`config.mk`:
```
export PLATFORM = sky130hd
export DESIGN_NAME = acc_channel_config
export DESIGN_NICKNAME = d
export VERILOG_FILES = /design/src/hw/acc_channel_config.v /design/src/hw/acc_scan_sequencer.v
export VERILOG_INCLUDE_DIRS = /design/src /design/src/hw
export SDC_FILE = /design/constraint.sdc
export NUM_CORES = 1
export LEC_CHECK = 0
export BUFFER_PORTS_ARGS = -buffer_cell sky130_fd_sc_hd__buf_2
export CORE_ASPECT_RATIO = 1.75
export CORE_MARGIN = 4
export CORE_UTILIZATION = 50
export CTS_CLUSTER_SIZE = 28
export DETAILED_ROUTE_END_ITERATION = 7
export GPL_ROUTABILITY_DRIVEN = 1
export HOLD_SLACK_MARGIN = 0.12
export PLACE_DENSITY = 0.77
export SETUP_SLACK_MARGIN = 0.2
export SYNTH_ARGS = -nofsm -noshare
export SYNTH_HDL_FRONTEND = slang
export SYNTH_SLANG_ARGS = --single-unit
```
`constraint.sdc`:
```
create_clock -name ref_clk -period 1.89 [get_ports ref_clk]
set_input_delay 0.189 -clock ref_clk [delete_from_list [all_inputs] [get_ports ref_clk]]
set_output_delay 0.189 -clock ref_clk [all_outputs]
set_load 0.01 [all_outputs]
```
`src/hw/acc_consts.vh`:
```
`ifndef ACC_CONSTS_VH
`define ACC_CONSTS_VH

// ****************************************
// register byte addresses
// ****************************************
`define ACC_CHCFG_OFFSET 8'h10
`define ACC_STATUS_OFFSET 8'h14
`define ACC_CTRL_OFFSET 8'h18

// ****************************************
// channel configuration word
// ****************************************
`define ACC_CHCFG_RESET 16'h8001
`define ACC_CHCFG_WMASK 16'hB3FF
`define ACC_EN_BIT 15
`define ACC_SETUP_HI 13
`define ACC_SETUP_LO 12
`define ACC_POS_HI 9
`define ACC_POS_LO 5
`define ACC_NEG_HI 4
`define ACC_NEG_LO 0

// ****************************************
// control word and bus answers
// ****************************************
`define ACC_CTRL_RESET 4'h0
`define ACC_CTRL_RUN_BIT 0
`define ACC_RESP_OKAY 2'h0
`define ACC_RESP_SLVERR 2'h2

`endif

```
`src/hw/acc_channel_config.v`:
```
// Notes on behaviour
// - Bit 15 of the word enables channel zero and comes out of reset set.
// - With several channels enabled the sequencer converts each in turn on its own.
// - Bits 13:12 pick setup zero to three and reset to setup zero.
// - The picked setup brings its four registers (setup, filter, offset, gain) to the channel.
// - Bits 9:5 pick the positive input from the legal code set and reset to zero.
// - The word is 16 bits at offset 0x10 and reads 0x8001 after reset.
// - Bits 4:0 pick the negative input from the same code set and reset to 00001.
`timescale 1ns/100ps
`include "acc_consts.vh"

module acc_channel_config #(
  parameter ADDR_W = 8,
  parameter NUM_CH = 4
) (
  input wire ref_clk,
  input wire rst,
  input wire [ADDR_W-1:0] s_axi_awaddr,
  input wire s_axi_awvalid,
  output wire s_axi_awready,
  input wire [31:0] s_axi_wdata,
  input wire [3:0] s_axi_wstrb,
  input wire s_axi_wvalid,
  output wire s_axi_wready,
  output reg [1:0] s_axi_bresp,
  output reg s_axi_bvalid,
  input wire s_axi_bready,
  input wire [ADDR_W-1:0] s_axi_araddr,
  input wire s_axi_arvalid,
  output wire s_axi_arready,
  output reg [31:0] s_axi_rdata,
  output reg [1:0] s_axi_rresp,
  output reg s_axi_rvalid,
  input wire s_axi_rready,
  input wire convDone,
  output wire convStart,
  output wire [1:0] convChannel,
  output reg [1:0] convSetup,
  output reg [4:0] convPositiveInput,
  output reg [4:0] convNegativeInput,
  output reg [3:0] setupBankSelect,
  output wire scanBusy,
  output wire channelEnable,
  output wire [1:0] setupSelect,
  output wire [4:0] positiveInputSelect,
  output wire [4:0] negativeInputSelect
);

  // ****************************************
  // helpers
  // ****************************************
  // byte-lane merge, used only by the channel configuration register
  function [15:0] laneMerge;
    input [15:0] oldVal;
    input [15:0] newVal;
    input [1:0] strb;
    begin
      laneMerge[7:0] = strb[0] ? newVal[7:0] : oldVal[7:0];
      laneMerge[15:8] = strb[1] ? newVal[15:8] : oldVal[15:8];
    end
  endfunction

  // codes the input multiplexer actually decodes
  function codeLegal;
    input [4:0] code;
    begin
      codeLegal = (code <= 5'h04) || ((code >= 5'h11) && (code <= 5'h16));
    end
  endfunction

  // one-hot bank pick for the setup register group
  function [3:0] bankDecode;
    input [1:0] sel;
    begin
      bankDecode = 4'h1 << sel;
    end
  endfunction

  // word-aligned address; the low two bits never matter
  function [ADDR_W-1:0] wordAddr;
    input [ADDR_W-1:0] addr;
    begin
      wordAddr = {addr[ADDR_W-1:2], 2'h0};
    end
  endfunction

  // ****************************************
  // storage
  // ****************************************
  reg [15:0] chanCfg_q;
  reg [3:0] ctrl_q;
  reg [7:0] convCount_q;
  reg appliedChanZero_q;
  reg [ADDR_W-1:0] awAddr_q;
  reg awHeld_q;
  reg [31:0] wData_q;
  reg [3:0] wStrb_q;
  reg wHeld_q;

  wire [3:0] channelMask;
  wire runEnable;
  wire launch;
  wire [1:0] nextChannel;
  wire doWrite;
  wire [15:0] statusWord;
  reg [31:0] readWord;
  reg readHit;

  // ****************************************
  // live fields
  // ****************************************
  assign channelEnable = chanCfg_q[`ACC_EN_BIT];
  assign setupSelect = chanCfg_q[`ACC_SETUP_HI:`ACC_SETUP_LO];
  assign positiveInputSelect = chanCfg_q[`ACC_POS_HI:`ACC_POS_LO];
  assign negativeInputSelect = chanCfg_q[`ACC_NEG_HI:`ACC_NEG_LO];
  assign runEnable = ctrl_q[`ACC_CTRL_RUN_BIT];
  // channel zero enable joins the enables of the other three channels
  assign channelMask = {ctrl_q[3:1], channelEnable};

  // ****************************************
  // scan sequencer
  // ****************************************
  acc_scan_sequencer #(
    .NUM_CH(NUM_CH)
  ) u_seq (
    .ref_clk(ref_clk),
    .rst(rst),
    .runEnable(runEnable),
    .channelMask(channelMask),
    .convDone(convDone),
    .launch(launch),
    .nextChannel(nextChannel),
    .convStart_q(convStart),
    .currentChannel_q(convChannel),
    .busy(scanBusy)
  );

  // ****************************************
  // applied configuration
  // ****************************************
  // snapshot at launch so a write during a conversion waits for the next one
  always @(posedge ref_clk) begin
    if (rst) begin
      convSetup <= 2'h0;
      convPositiveInput <= 5'h00;
      convNegativeInput <= 5'h00;
      setupBankSelect <= 4'h0;
      appliedChanZero_q <= 1'b0;
    end else if (launch) begin
      if (nextChannel == 2'h0) begin
        convSetup <= setupSelect;
        convPositiveInput <= positiveInputSelect;
        convNegativeInput <= negativeInputSelect;
        setupBankSelect <= bankDecode(setupSelect);
        appliedChanZero_q <= 1'b1;
      end else begin
        // other channels' words live elsewhere; bank zero is a safe default
        convSetup <= 2'h0;
        convPositiveInput <= 5'h00;
        convNegativeInput <= 5'h00;
        setupBankSelect <= bankDecode(2'h0);
        appliedChanZero_q <= 1'b0;
      end
    end
  end

  always @(posedge ref_clk) begin
    if (rst) begin
      convCount_q <= 8'h00;
    end else if (convDone && scanBusy && (convChannel == 2'h0)) begin
      convCount_q <= convCount_q + 8'h01;
    end
  end

  // illegal codes are stored as written and only flagged here
  assign statusWord = {convCount_q,
                       2'h0,
                       appliedChanZero_q,
                       !codeLegal(negativeInputSelect),
                       !codeLegal(positiveInputSelect),
                       scanBusy,
                       convChannel};

  // ****************************************
  // write channels
  // ****************************************
  // address and data are taken in either order; one write in flight
  // readies drop while a response waits, so no write overtakes its answer
  assign s_axi_awready = !awHeld_q && !s_axi_bvalid;
  assign s_axi_wready = !wHeld_q && !s_axi_bvalid;
  assign doWrite = awHeld_q && wHeld_q && !s_axi_bvalid;

  always @(posedge ref_clk) begin
    if (rst) begin
      awAddr_q <= {ADDR_W{1'b0}};
      awHeld_q <= 1'b0;
      wData_q <= 32'h00000000;
      wStrb_q <= 4'h0;
      wHeld_q <= 1'b0;
    end else begin
      if (s_axi_awvalid && s_axi_awready) begin
        awAddr_q <= s_axi_awaddr;
        awHeld_q <= 1'b1;
      end else if (doWrite) begin
        awHeld_q <= 1'b0;
      end
      if (s_axi_wvalid && s_axi_wready) begin
        wData_q <= s_axi_wdata;
        wStrb_q <= s_axi_wstrb;
        wHeld_q <= 1'b1;
      end else if (doWrite) begin
        wHeld_q <= 1'b0;
      end
    end
  end

  // ****************************************
  // register writes and write response
  // ****************************************
  always @(posedge ref_clk) begin
    if (rst) begin
      chanCfg_q <= `ACC_CHCFG_RESET;
      ctrl_q <= `ACC_CTRL_RESET;
      s_axi_bvalid <= 1'b0;
      s_axi_bresp <= `ACC_RESP_OKAY;
    end else begin
      if (doWrite) begin
        s_axi_bvalid <= 1'b1;
        s_axi_bresp <= `ACC_RESP_OKAY;
        case (wordAddr(awAddr_q))
          `ACC_CHCFG_OFFSET: begin
            // reserved bits stay zero whatever is written
            chanCfg_q <= laneMerge(chanCfg_q, wData_q[15:0], wStrb_q[1:0]) &
                         `ACC_CHCFG_WMASK;
          end
          `ACC_CTRL_OFFSET: begin
            // only lane zero holds control bits
            if (wStrb_q[0]) begin
              ctrl_q <= wData_q[3:0];
            end
          end
          `ACC_STATUS_OFFSET: begin
            // read-only: write ignored, still answered OKAY
          end
          default: begin
            s_axi_bresp <= `ACC_RESP_SLVERR;
          end
        endcase
      end else if (s_axi_bvalid && s_axi_bready) begin
        s_axi_bvalid <= 1'b0;
      end
    end
  end

  // ****************************************
  // read decode
  // ****************************************
  always @* begin
    readWord = 32'h00000000;
    readHit = 1'b1;
    case (wordAddr(s_axi_araddr))
      `ACC_CHCFG_OFFSET: begin
        readWord = {16'h0000, chanCfg_q};
      end
      `ACC_STATUS_OFFSET: begin
        readWord = {16'h0000, statusWord};
      end
      `ACC_CTRL_OFFSET: begin
        readWord = {28'h0000000, ctrl_q};
      end
      default: begin
        readHit = 1'b0;
      end
    endcase
  end

  // ****************************************
  // read channel
  // ****************************************
  // one read in flight; data latched at the take so it stands until rready
  assign s_axi_arready = !s_axi_rvalid;

  always @(posedge ref_clk) begin
    if (rst) begin
      s_axi_rvalid <= 1'b0;
      s_axi_rdata <= 32'h00000000;
      s_axi_rresp <= `ACC_RESP_OKAY;
    end else begin
      if (s_axi_arvalid && s_axi_arready) begin
        s_axi_rvalid <= 1'b1;
        s_axi_rdata <= readWord;
        s_axi_rresp <= readHit ? `ACC_RESP_OKAY : `ACC_RESP_SLVERR;
      end else if (s_axi_rvalid && s_axi_rready) begin
        s_axi_rvalid <= 1'b0;
      end
    end
  end

endmodule // acc_channel_config

```
`src/hw/acc_scan_sequencer.v`:
```
`timescale 1ns/100ps
`include "acc_consts.vh"

module acc_scan_sequencer #(
  parameter NUM_CH = 4
) (
  input wire ref_clk,
  input wire rst,
  input wire runEnable,
  input wire [3:0] channelMask,
  input wire convDone,
  output wire launch,
  output wire [1:0] nextChannel,
  output reg convStart_q,
  output reg [1:0] currentChannel_q,
  output wire busy
);

  localparam [0:0] ST_IDLE = 1'b0;
  localparam [0:0] ST_RUN = 1'b1;

  reg state_q;

  // ****************************************
  // round-robin pick
  // ****************************************
  // searches from the channel after cur, so the running one comes last
  function [1:0] pickNext;
    input [3:0] mask;
    input [1:0] cur;
    integer i;
    reg found;
    reg [1:0] cand;
    begin
      found = 1'b0;
      pickNext = cur;
      for (i = 1; i <= NUM_CH; i = i + 1) begin
        cand = cur + i[1:0];
        if (!found && mask[cand]) begin
          pickNext = cand;
          found = 1'b1;
        end
      end
    end
  endfunction

  assign busy = (state_q == ST_RUN);
  // a new conversion starts when idle or as the previous one ends
  assign launch = runEnable && (channelMask != 4'h0) &&
                  ((state_q == ST_IDLE) || convDone);
  assign nextChannel = pickNext(channelMask,
                                busy ? currentChannel_q : 2'h3);

  // ****************************************
  // state machine
  // ****************************************
  always @(posedge ref_clk) begin
    if (rst) begin
      state_q <= ST_IDLE;
      convStart_q <= 1'b0;
      currentChannel_q <= 2'h0;
    end else begin
      convStart_q <= launch;
      case (state_q)
        ST_IDLE: begin
          if (launch) begin
            currentChannel_q <= nextChannel;
            state_q <= ST_RUN;
          end
        end
        ST_RUN: begin
          if (launch) begin
            currentChannel_q <= nextChannel;
          end else if (convDone) begin
            state_q <= ST_IDLE;
          end
        end
        default: begin
          state_q <= ST_IDLE;
        end
      endcase
    end
  end

endmodule // acc_scan_sequencer

```
==> impl_metrics.yaml, run 1 <==
route:
  vias_per_cell: 5.45
  wirelength_um: 10100
  wl_per_cell_um: 15.6
  ant_nets: 0
  drt-pass1-iter-count: 4
  drc_errors: 0
  drt_iter0_drc: 168
  vias: 3547
cells_and_area:
  drive_above_1_share_pct: 29.8
  syn_to_final_growth_pct: 31.4
  final_core_util_pct: 67.1
  final_nets: 617
  n_antenna_cell: 0
  fin_cells: 651
setup_path:
  r2r_setup_slack_ns: 0.19
  endpoint_kind: "flip-flop"
  crit_fanout: 13
  r2r_start: "ctrl_q[3]$_SDFFE_PP0P_"
  cp.required_ns: 2.12
  reg2reg_to: "convPositiveInput[1]$_SDFFE_PP0P_"
  r2r_cells: 6
  worstSetupStartpointType: "flip-flop"
  critPathArrivalTime_ns: 1.93
  path_class: "flip-flop to flip-flop"
global_routing:
  grt_pass1_vias: 3421
  grt.overflow.total: 0
  grt_pass1_wl_um: 16300
  grt_max_degree: 36
  grt_usage_pct: 21.9
  antenna_found_initial: 0
synthesis:
  synth-seq-cells: 89
  syn-instance-count: 437
  synth_warnings: 0
  seq_area_frac_synth_pct: 44.4
  yosysUniqueCellTypes: 59
  syn_area_um2: 4010
  synth_edf_count: 0
  synth_area_per_cell_um2: 9.18
  synth_flop_cell: "dfxtp_1"
  async_flop_share_pct: 0
cts:
  clk_latency_ns: 0.34
  h-tree-depth: 3
  path_clk_slew_ns: 0.06
  clockBufferDepth: 2
  clk_root_buffer_cell: "clkbuf_16"
  cts-buffers-inserted: 9
  cts.sinks: 89
  cts_tree: "done"
power:
  cellPowerDensity_nw_per_um2: 803
  leakage_uw: 0.00245
  ir_worst_vdd_mv: 0.799
sta:
  drv_slew: 0
  fin_setup_tns_ns: 0
  period_share_pct: 90.2
  finClkSkew_ns: 0.00452
  rsz0062_at_grt: "yes"
  tightest_slew_ns: 0.535
  hold_viol_final: 0
  layout_min_cycle_time_ns: 1.70
  setup_viol: 0
  maxSlewHeadroom_pct: 64.2
  fmax_mhz: 587
worst_hold_path:
  min_from: "s_axi_awaddr[6]"
  holdPathStages: 3
  min_to: "awAddr_q[6]$_SDFFE_PP0P_"
  hp-class: "input port to flip-flop"
outcome:
  status: "finished clean"
place:
  io_buffers: 90
  hpwl_um: 7020
  place_congestion: 0.865
  placed_cells: 605
floorplan:
  die_w_um: 75.7
  fp.dieH_um: 126
  num_rows: 43
  initial_core_util_pct: 51.1
  core-area_um2: 7860
  die_area_um2: 9580
  io_pins: 134
job:
  max-cap-violations: 0
-- power by group --
group          internal, uW  switching (uW)
clock                  1320             691
combinational           116             164
sequential             1910            28.6
-- cell families (layout without fill, tap and decap cells) --
logic type,after synthesis,in the layout,share of synthesized area [%]
flops,89,89,44.4
compound gates,89,89,16.1
fa+ha+maj,1,1,0.312
mux,37,37,9.54
buf+inv,55,162,8.86
simple gates,158,158,19.1
xor+xnor,7,7,1.53
other cells,1,18,0.0935
-- critical path: stages, from the launching register on --
cell     delay [ns]
dfxtp_2        0.33
buf_4          0.16
o41ai_4        0.41
a21oi_4        0.10
and2_4         0.20
buf_12         0.14
a32o_1         0.25
-- registers in the layout, indices dropped and copies added, names as in the netlist, 2 cells and up --
name,flops
ctrl_q,4
wStrb_q,2
wData_q,13
chanCfg_q,13
s_axi_rdata,16
u_seq.currentChannel_q,2
convCount_q,8
awAddr_q,6
convPositiveInput,5
convSetup,2
setupBankSelect,4
convNegativeInput,5
-- cell usage in the layout (no fill, tap or decap), drive strengths merged, types with 2 or more instances in the layout --
cell type / n
nand4: 5
nand3: 5
nand2: 52
xor2: 5
and2: 3
inv: 6
dlygate4sd3: 21
clkbuf: 11
o2bb2ai: 2
xnor2: 2
nor2: 56
a22oi: 6
a32o: 15
mux2i: 37
nor3: 9
a22o: 2
buf: 118
o21ai: 10
conb: 18
nand2b: 5
nor4: 2
a211oi: 3
bufinv: 3
nor2b: 6
nand3b: 6
clkinvlp: 2
a21oi: 38
and3: 3
dfxtp: 89
o41ai: 2
-- Yosys cell counts (all sizes together), types with 2 or more instances --
cell     number  area [um^2]
a211oi        3         22.5
a21oi        38          194
a22o          2         17.5
a22oi         6         58.8
a32o         15          150
and2          3         18.8
and3          3         23.8
buf          31          265
clkbuf       17         63.8
dfxtp        89         1780
inv           7         26.3
mux2i        37          383
nand2        52          195
nand2b        5         48.8
nand3         5         25.0
nand3b        6         48.8
nand4         5         31.3
nor2         56          220
nor2b         6         37.5
nor3          9         50.1
nor4          2         12.5
o21ai        10         50.1
o2bb2ai       2         23.8
o41ai         2         25.0
xnor2         2         17.5
xor2          5         43.8
-- worst max-delay path by stage --
stage / endpoint / slack [ns] / cells past startpoint / start
final: convPositiveInput[1]$_SDFFE_PP0P_ / 0.19 / 6 / ctrl_q[3]$_SDFFE_PP0P_
after global routing: convPositiveInput[3]$_SDFFE_PP0P_ / 0.09 / 7 / u_seq.currentChannel_q[1]$_SDFFE_PP0P_
after CTS: u_seq.currentChannel_q[1]$_SDFFE_PP0P_ / 0.18 / 7 / u_seq.busy$_SDFF_PP0_
after detailed placement: u_seq.currentChannel_q[1]$_SDFFE_PP0P_ / -0.03 / 6 / ctrl_q[2]$_SDFFE_PP0P_
after global placement: u_seq.currentChannel_q[1]$_SDFFE_PP0P_ / 0.02 / 6 / ctrl_q[2]$_SDFFE_PP0P_
after floorplan: convPositiveInput[2]$_SDFFE_PP0P_ / 0.20 / 8 / u_seq.currentChannel_q[1]$_SDFFE_PP0P_
-- per-layer routing --
| layer | GRT usage, % | share of wire, % | vias up |
|---|---|---|---|
| li1 | - | - | 1740 |
| met1 | 24.0 | 38 | 1668 |
| met2 | 38.7 | 53 | 108 |
| met3 | 5.08 | 5.5 | 31 |
| met4 | 9.37 | 3.6 | 0 |
| met5 | 0 | 0 | - |
-- repair_timing --
| item | CTS | global route |
|---|---|---|
| pin swaps | 2 | 4 |
| resized for setup | 17 | 11 |
| endpoints found under the hold margin | 21 | 0 |
| hold buffers | 21 | 0 |
| buffers inserted | 2 | 7 |
| endpoints found under the setup margin | 20 | 35 |
| cloned | 0 | 0 |
-- area by class of cell --
class / instances / area (um^2)
Fill cell: 603 / 2580
Inverter: 7 / 30.0
Sequential cell: 89 / 1800
Clock inverter: 5 / 103
Multi-Input combinational cell: 310 / 2060
Timing Repair Buffer: 139 / 925
Clock buffer: 11 / 243
Tap cell: 90 / 113
-- stage by stage --
step	setup WS (ns)	hold WS [ns]	power (uW)	area, um^2
detailed placement	-0.0340	0.387	2220	4510
CTS	0.184	0.125	4260	5150
global placement	0.0220	0.373	2220	4510
global route	0.0931	0.136	4380	5270
finish	0.186	0.132	4240	5270
floorplan	0.201	0.288	2170	4110
No activity file was read; power rests on OpenSTA's default activity.
==> inputs of run 2 (changes only) <==
- SETUP_SLACK_MARGIN: 0.2 -> not set
- clock period: 1.89 -> 1.96 ns (I/O delays scaled with it)
==> impl_metrics.yaml, run 2 (synthesis results as in run 1) <==
outcome:
  status: "finished clean"
floorplan:
  io_pins: 134
  initial_core_util_pct: 51.1
  fp.dieH_um: 126
  die_area_um2: 9580
  core-area_um2: 7860
  die_w_um: 75.7
  num_rows: 43
cells_and_area:
  syn_to_final_growth_pct: 23.4
  n_antenna_cell: 0
  largest_register_ffs: 16
  design_area_um2: 4950
  drive_above_1_share_pct: 24.7
  final_cell_mix: "buf_2 (90), dfxtp_1 (87), nor2_1 (54)"
  mostFrequentLayoutCell: "buf_2"
  final_nets: 607
  regMostFlops: "s_axi_rdata"
  largestRegisters: "s_axi_rdata: 16 flops, chanCfg_q: 13 flops, wData_q: 13 flops"
setup_path:
  cp.required_ns: 2.19
  reg2reg_to: "convPositiveInput[1]$_SDFFE_PP0P_"
  r2r_cells: 7
  crit_end: "convPositiveInput[1]$_SDFFE_PP0P_"
  worstSetupStartpointType: "flip-flop"
  r2r_start: "chanCfg_q[15]$_SDFFE_PP1P_"
  r2r_setup_slack_ns: 0.12
  cp-startpoint: "chanCfg_q[15]$_SDFFE_PP1P_"
  endpoint_kind: "flip-flop"
  path_class: "flip-flop to flip-flop"
  crit_fanout: 17
  critPathArrivalTime_ns: 2.07
sta:
  fmax_mhz: 543
  worst_slack_ns: 0.118
  layout_min_cycle_time_ns: 1.84
  finClkSkew_ns: 0.00473
  maxSlewHeadroom_pct: 57.2
  tightest_slew_ns: 0.641
  drv_slew: 0
  rsz0062_at_grt: "no"
  setup_viol: 0
  fin_setup_tns_ns: 0
  hold_viol_final: 0
  period_share_pct: 94.0
cts:
  cts-buffers-inserted: 9
  h-tree-depth: 3
  cts_tree: "done"
  cts_setup_buffers: 0
  clk_latency_ns: 0.34
  cts.sinks: 89
  clk_root_buffer_cell: "clkbuf_16"
  path_clk_slew_ns: 0.06
  clockBufferDepth: 2
route:
  ant_nets: 0
  vias: 3515
  drt_iter0_drc: 193
  wirelength_um: 10000
  drc_errors: 0
  wl_per_cell_um: 15.7
  drt-pass1-iter-count: 4
  vias_per_cell: 5.49
global_routing:
  grt_max_degree: 66
  antenna_found_initial: 0
  grt_pass1_vias: 3408
  grt_usage_pct: 21.6
  grt.overflow.total: 0
  grt_pass1_wl_um: 16000
power:
  ir_worst_vdd_mv: 0.489
  leakage_uw: 0.00233
  cellPowerDensity_nw_per_um2: 763
place:
  place_congestion: 0.864
  io_buffers: 90
  hpwl_um: 7170
  pre_cts_ws_ns: 0.0530
  dpl-instance-area_um2: 4450
job:
  max-cap-violations: 0
worst_hold_path:
  holdPathStages: 3
  hp-class: "input port to flip-flop"
-- run 2: changes by cell type in the layout (fill, tap and decap cells not counted), moves of 2 or more --
cell / before / now
buf_4: 23 / 16
dfxtp_1: 82 / 87
dfxtp_4: 4 / 0
buf_12: 4 / 1
a21oi_1: 35 / 37
a21oi_4: 2 / 0
bufinv_16: 3 / 1
clkbuf_1: 1 / 3
-- run 2: metal layers --
metal | vias to the layer above | global-route usage [%] | routed length (um)
li1 | 1706 | - | -
met1 | 1667 | 23.4 | 3720
met2 | 110 | 37.7 | 5420
met3 | 32 | 4.68 | 529
met4 | 0 | 11.0 | 357
met5 | - | 0 | 0
-- run 2: how the worst min path moves through the flow --
stage | to | start | slack [ns]
floorplan | s_axi_rvalid$_SDFFE_PP0P_ | s_axi_rready | 0.30
global placement | s_axi_rvalid$_SDFFE_PP0P_ | s_axi_rready | 0.38
detailed placement | s_axi_rvalid$_SDFFE_PP0P_ | s_axi_rready | 0.40
CTS | wData_q[0]$_SDFFE_PP0P_ | s_axi_wdata[0] | 0.13
global route | awAddr_q[2]$_SDFFE_PP0P_ | s_axi_awaddr[2] | 0.14
finish | wData_q[0]$_SDFFE_PP0P_ | s_axi_wdata[0] | 0.13
-- run 2: power breakdown --
group | total [uW] | switching [uW] | internal, uW
Clock | 1630 | 655 | 979
Combinational | 267 | 155 | 112
Sequential | 1880 | 27.9 | 1850
Total | 3780 | 837 | 2940
-- run 2: area by class of cell --
cell class	count	area (um^2)
clock inverter	3	42.5
multi-input combinational	310	1940
sequential	89	1780
inverter	7	26.3
tap	90	113
fill	675	2900
timing repair buffer	129	811
clock buffer	12	236
-- run 2: repair_timing --
action                                  in CTS  in global routing
hold endpoints to repair                    22                  0
hold buffers                                22                  0
resized for setup                            0                  2
endpoints found under the setup margin       0                 18
-- run 2: metrics by stage --
stage / hold WS, ns / total power [uW] / std cells / util, %
2_1_floorplan: 0.295 / 2090 / 454 / -
3_3_place_gp: 0.380 / 2140 / 603 / 56.6
3_5_place_dp: 0.396 / 2150 / 603 / 56.6
4_1_cts: 0.130 / 3800 / 640 / 63.0
5_1_grt: 0.144 / 3910 / 640 / 63.0
6_report: 0.129 / 3780 / 640 / 63.0
-- run 2: worst max-delay path, cell delays in order (launching register included) --
cell,delay [ns]
dfxtp_1,0.49
buf_4,0.22
mux2i_1,0.09
o2bb2ai_2,0.24
nor2_4,0.09
mux2i_4,0.19
buf_12,0.16
a32o_1,0.24
==> inputs of run 3 (changes only) <==
- BUFFER_PORTS_ARGS: -buffer_cell sky130_fd_sc_hd__buf_2 -> not set
- DONT_BUFFER_PORTS: not set -> 1
- PLACE_DENSITY: 0.77 -> 0.63
- SYNTH_HIERARCHICAL: not set -> 1
==> impl_metrics.yaml, run 3 <==
outcome:
  status: "finished with violations"
  violations: "negative hold slack, negative setup slack"
cts:
  clk_latency_ns: 0.34
  path_clk_slew_ns: 0.06
  clk_root_buffer_cell: "clkbuf_16"
  cts_tree: "done"
  h-tree-depth: 3
  cts.sinks: 89
  clockBufferDepth: 2
  cts-buffers-inserted: 9
worst_hold_path:
  min_from: "rst"
  hp-class: "input port to flip-flop"
  min_to: "u_seq/currentChannel_q[1]$_SDFFE_PP0P_"
  holdPathStages: 1
setup_path:
  max_stage_delay_ns: 0.39
  reg2reg_to: "convNegativeInput[4]$_SDFFE_PP0P_"
  critPathSlowestCell: "dfxtp_4"
  r2r_setup_slack_ns: -0.13
  worstSetupStartpointType: "flip-flop"
  crit_chain: "mux2_4 -> o22a_2 -> o211ai_1 -> o311a_1 -> xnor2_2 -> nor3b_2 -> buf_4 -> clkbuf_16 -> a22oi_2 -> nor2_1"
  r2r_start: "u_seq/currentChannel_q[0]$_SDFFE_PP0P_"
  cp.required_ns: 2.20
  r2r_cells: 10
  path_class: "flip-flop to flip-flop"
  critPathArrivalTime_ns: 2.32
  crit_fanout: 7
  endpoint_kind: "flip-flop"
route:
  ant_nets: 0
  vias_per_cell: 5.61
  wirelength_um: 9910
  wl_per_cell_um: 17.1
  drc_errors: 0
  vias: 3246
  drt_iter0_drc: 173
  drt-pass1-iter-count: 4
cells_and_area:
  n_antenna_cell: 0
  syn_to_final_growth_pct: 23.3
  regMostFlops: "s_axi_rdata"
  largestRegisters: "s_axi_rdata: 16 flops, chanCfg_q: 13 flops, wData_q: 13 flops"
  largest_register_ffs: 16
  final_nets: 547
  mostFrequentLayoutCell: "dfxtp_1"
  final_core_util_pct: 63.7
  drive_above_1_share_pct: 21.6
  num-fill-cells: 657
  final_cell_mix: "dfxtp_1 (87), nor2_1 (58), nand2_1 (50)"
  fin_cells: 579
synthesis:
  synth_flop_cell: "dfxtp_1"
  yosysTopAreaCell: "dfxtp_1"
  synth_edf_count: 0
  syn-instance-count: 440
  syn_area_um2: 3910
  ys_top_cells_by_count: "dfxtp_1 (89), nor2_1 (60), nand2_1 (53)"
  synth_top_area_share_pct: 45.6
  yosysUniqueCellTypes: 59
  synth_warnings: 6
  synth.most_common_cell: "dfxtp_1"
  synth_area_per_cell_um2: 8.88
  synth.area.top_cells: "dfxtp_1 (46%), mux2i_1 (5.9%), nor2_1 (5.8%)"
  synth-seq-cells: 89
  seq_area_frac_synth_pct: 45.6
  async_flop_share_pct: 0
global_routing:
  grt_pass1_wl_um: 15800
  grt_max_degree: 93
  antenna_found_initial: 0
  grt_pass1_vias: 3158
  grt_usage_pct: 21.9
  grt.overflow.total: 0
floorplan:
  die_w_um: 74.8
  die_area_um2: 9350
  initial_core_util_pct: 51.7
  num_rows: 42
  core-area_um2: 7570
  io_pins: 134
  fp.dieH_um: 125
power:
  cellPowerDensity_nw_per_um2: 790
  leakage_uw: 0.00201
  ir_worst_vdd_mv: 0.544
place:
  placed_cells: 534
  pre_cts_ws_ns: -0.140
  place_congestion: 0.865
  hpwl_um: 6730
  io_buffers: 0
sta:
  tightest_slew_ns: 0.541
  rsz0062_at_grt: "yes"
  maxSlewHeadroom_pct: 63.9
  fmax_mhz: 480
  hold_slack_ns: -0.0776
  hold_viol_final: 65
  period_share_pct: 106
  fin_setup_tns_ns: -1.68
  drv_slew: 0
  finClkSkew_ns: 0.00512
  layout_min_cycle_time_ns: 2.09
  setup_viol: 18
  worst_slack_ns: -0.125
job:
  max-cap-violations: 0
run 3: worst max path at each step:
stage	startpoint	to	cells after the start
finish	u_seq/currentChannel_q[0]$_SDFFE_PP0P_	convNegativeInput[4]$_SDFFE_PP0P_	10
global route	u_seq/currentChannel_q[0]$_SDFFE_PP0P_	setupBankSelect[1]$_SDFFE_PP0P_	10
CTS	u_seq/currentChannel_q[0]$_SDFFE_PP0P_	setupBankSelect[2]$_SDFFE_PP0P_	11
detailed placement	u_seq/currentChannel_q[0]$_SDFFE_PP0P_	setupBankSelect[1]$_SDFFE_PP0P_	10
global placement	u_seq/currentChannel_q[0]$_SDFFE_PP0P_	setupBankSelect[2]$_SDFFE_PP0P_	10
floorplan	u_seq/currentChannel_q[0]$_SDFFE_PP0P_	convNegativeInput[3]$_SDFFE_PP0P_	10
run 3: logic make-up (layout without fill, tap and decap cells):
group / count (synthesis) / count (layout) / share of synthesized area (%)
other cells: 1 / 18 / 0.0959
xor+xnor: 9 / 9 / 2.02
mux: 34 / 34 / 9.06
fa+ha+maj: 2 / 2 / 0.576
buf+inv: 51 / 85 / 7.46
compound gates: 79 / 79 / 13.3
simple gates: 175 / 175 / 22.0
flops: 89 / 89 / 45.6
run 3: cell type report:
type	instances	area (um^2)	share of cell area (%)
Timing Repair Buffer	63	578	12.0
Sequential cell	89	1790	37.1
Inverter	6	22.5	0.467
Clock buffer	10	239	4.96
Tap cell	88	110	2.28
Multi-Input combinational cell	317	2020	41.9
Clock inverter	6	65.1	1.35
run 3: per-stage QoR:
stage	power (uW)	instance area, um^2
final	3810	4820
after global routing	3960	4820
after CTS	3840	4730
after detailed placement	2080	4090
after global placement	2080	4090
after floorplan	2110	3990
run 3: per-layer routing:
layer | routed length (um) | track usage, %
met1 | 3720 | 25.3
met2 | 5230 | 36.3
met3 | 778 | 8.59
met4 | 170 | 6.71
met5 | 0 | 0
run 3: critical path, delay by kind of cell, from the launching register on:
family                 cells  cell delay (ns)
AO/OA/AOI/OAI              4             0.72
XOR/XNOR                   1             0.13
buffers and inverters      2             0.32
flip-flops                 1             0.39
multiplexers               1             0.30
AND/OR/NAND/NOR            2             0.12
run 3: what timing repair did:
item / in CTS / in global routing
endpoints found under the hold margin: 89 / 68
setup buffers: 4 / 2
setup endpoints to repair: 16 / 22
gates cloned: 0 / 1
hold buffers: 21 / 1
pin swaps: 10 / 5
gates resized for setup: 22 / 10
run 3: where the power goes:
group | leakage (uW) | internal [uW] | switching (uW)
Sequential | 0.000723 | 1850 | 36.2
Combinational | 0.00113 | 76.5 | 104
Clock | 0.000149 | 1020 | 717
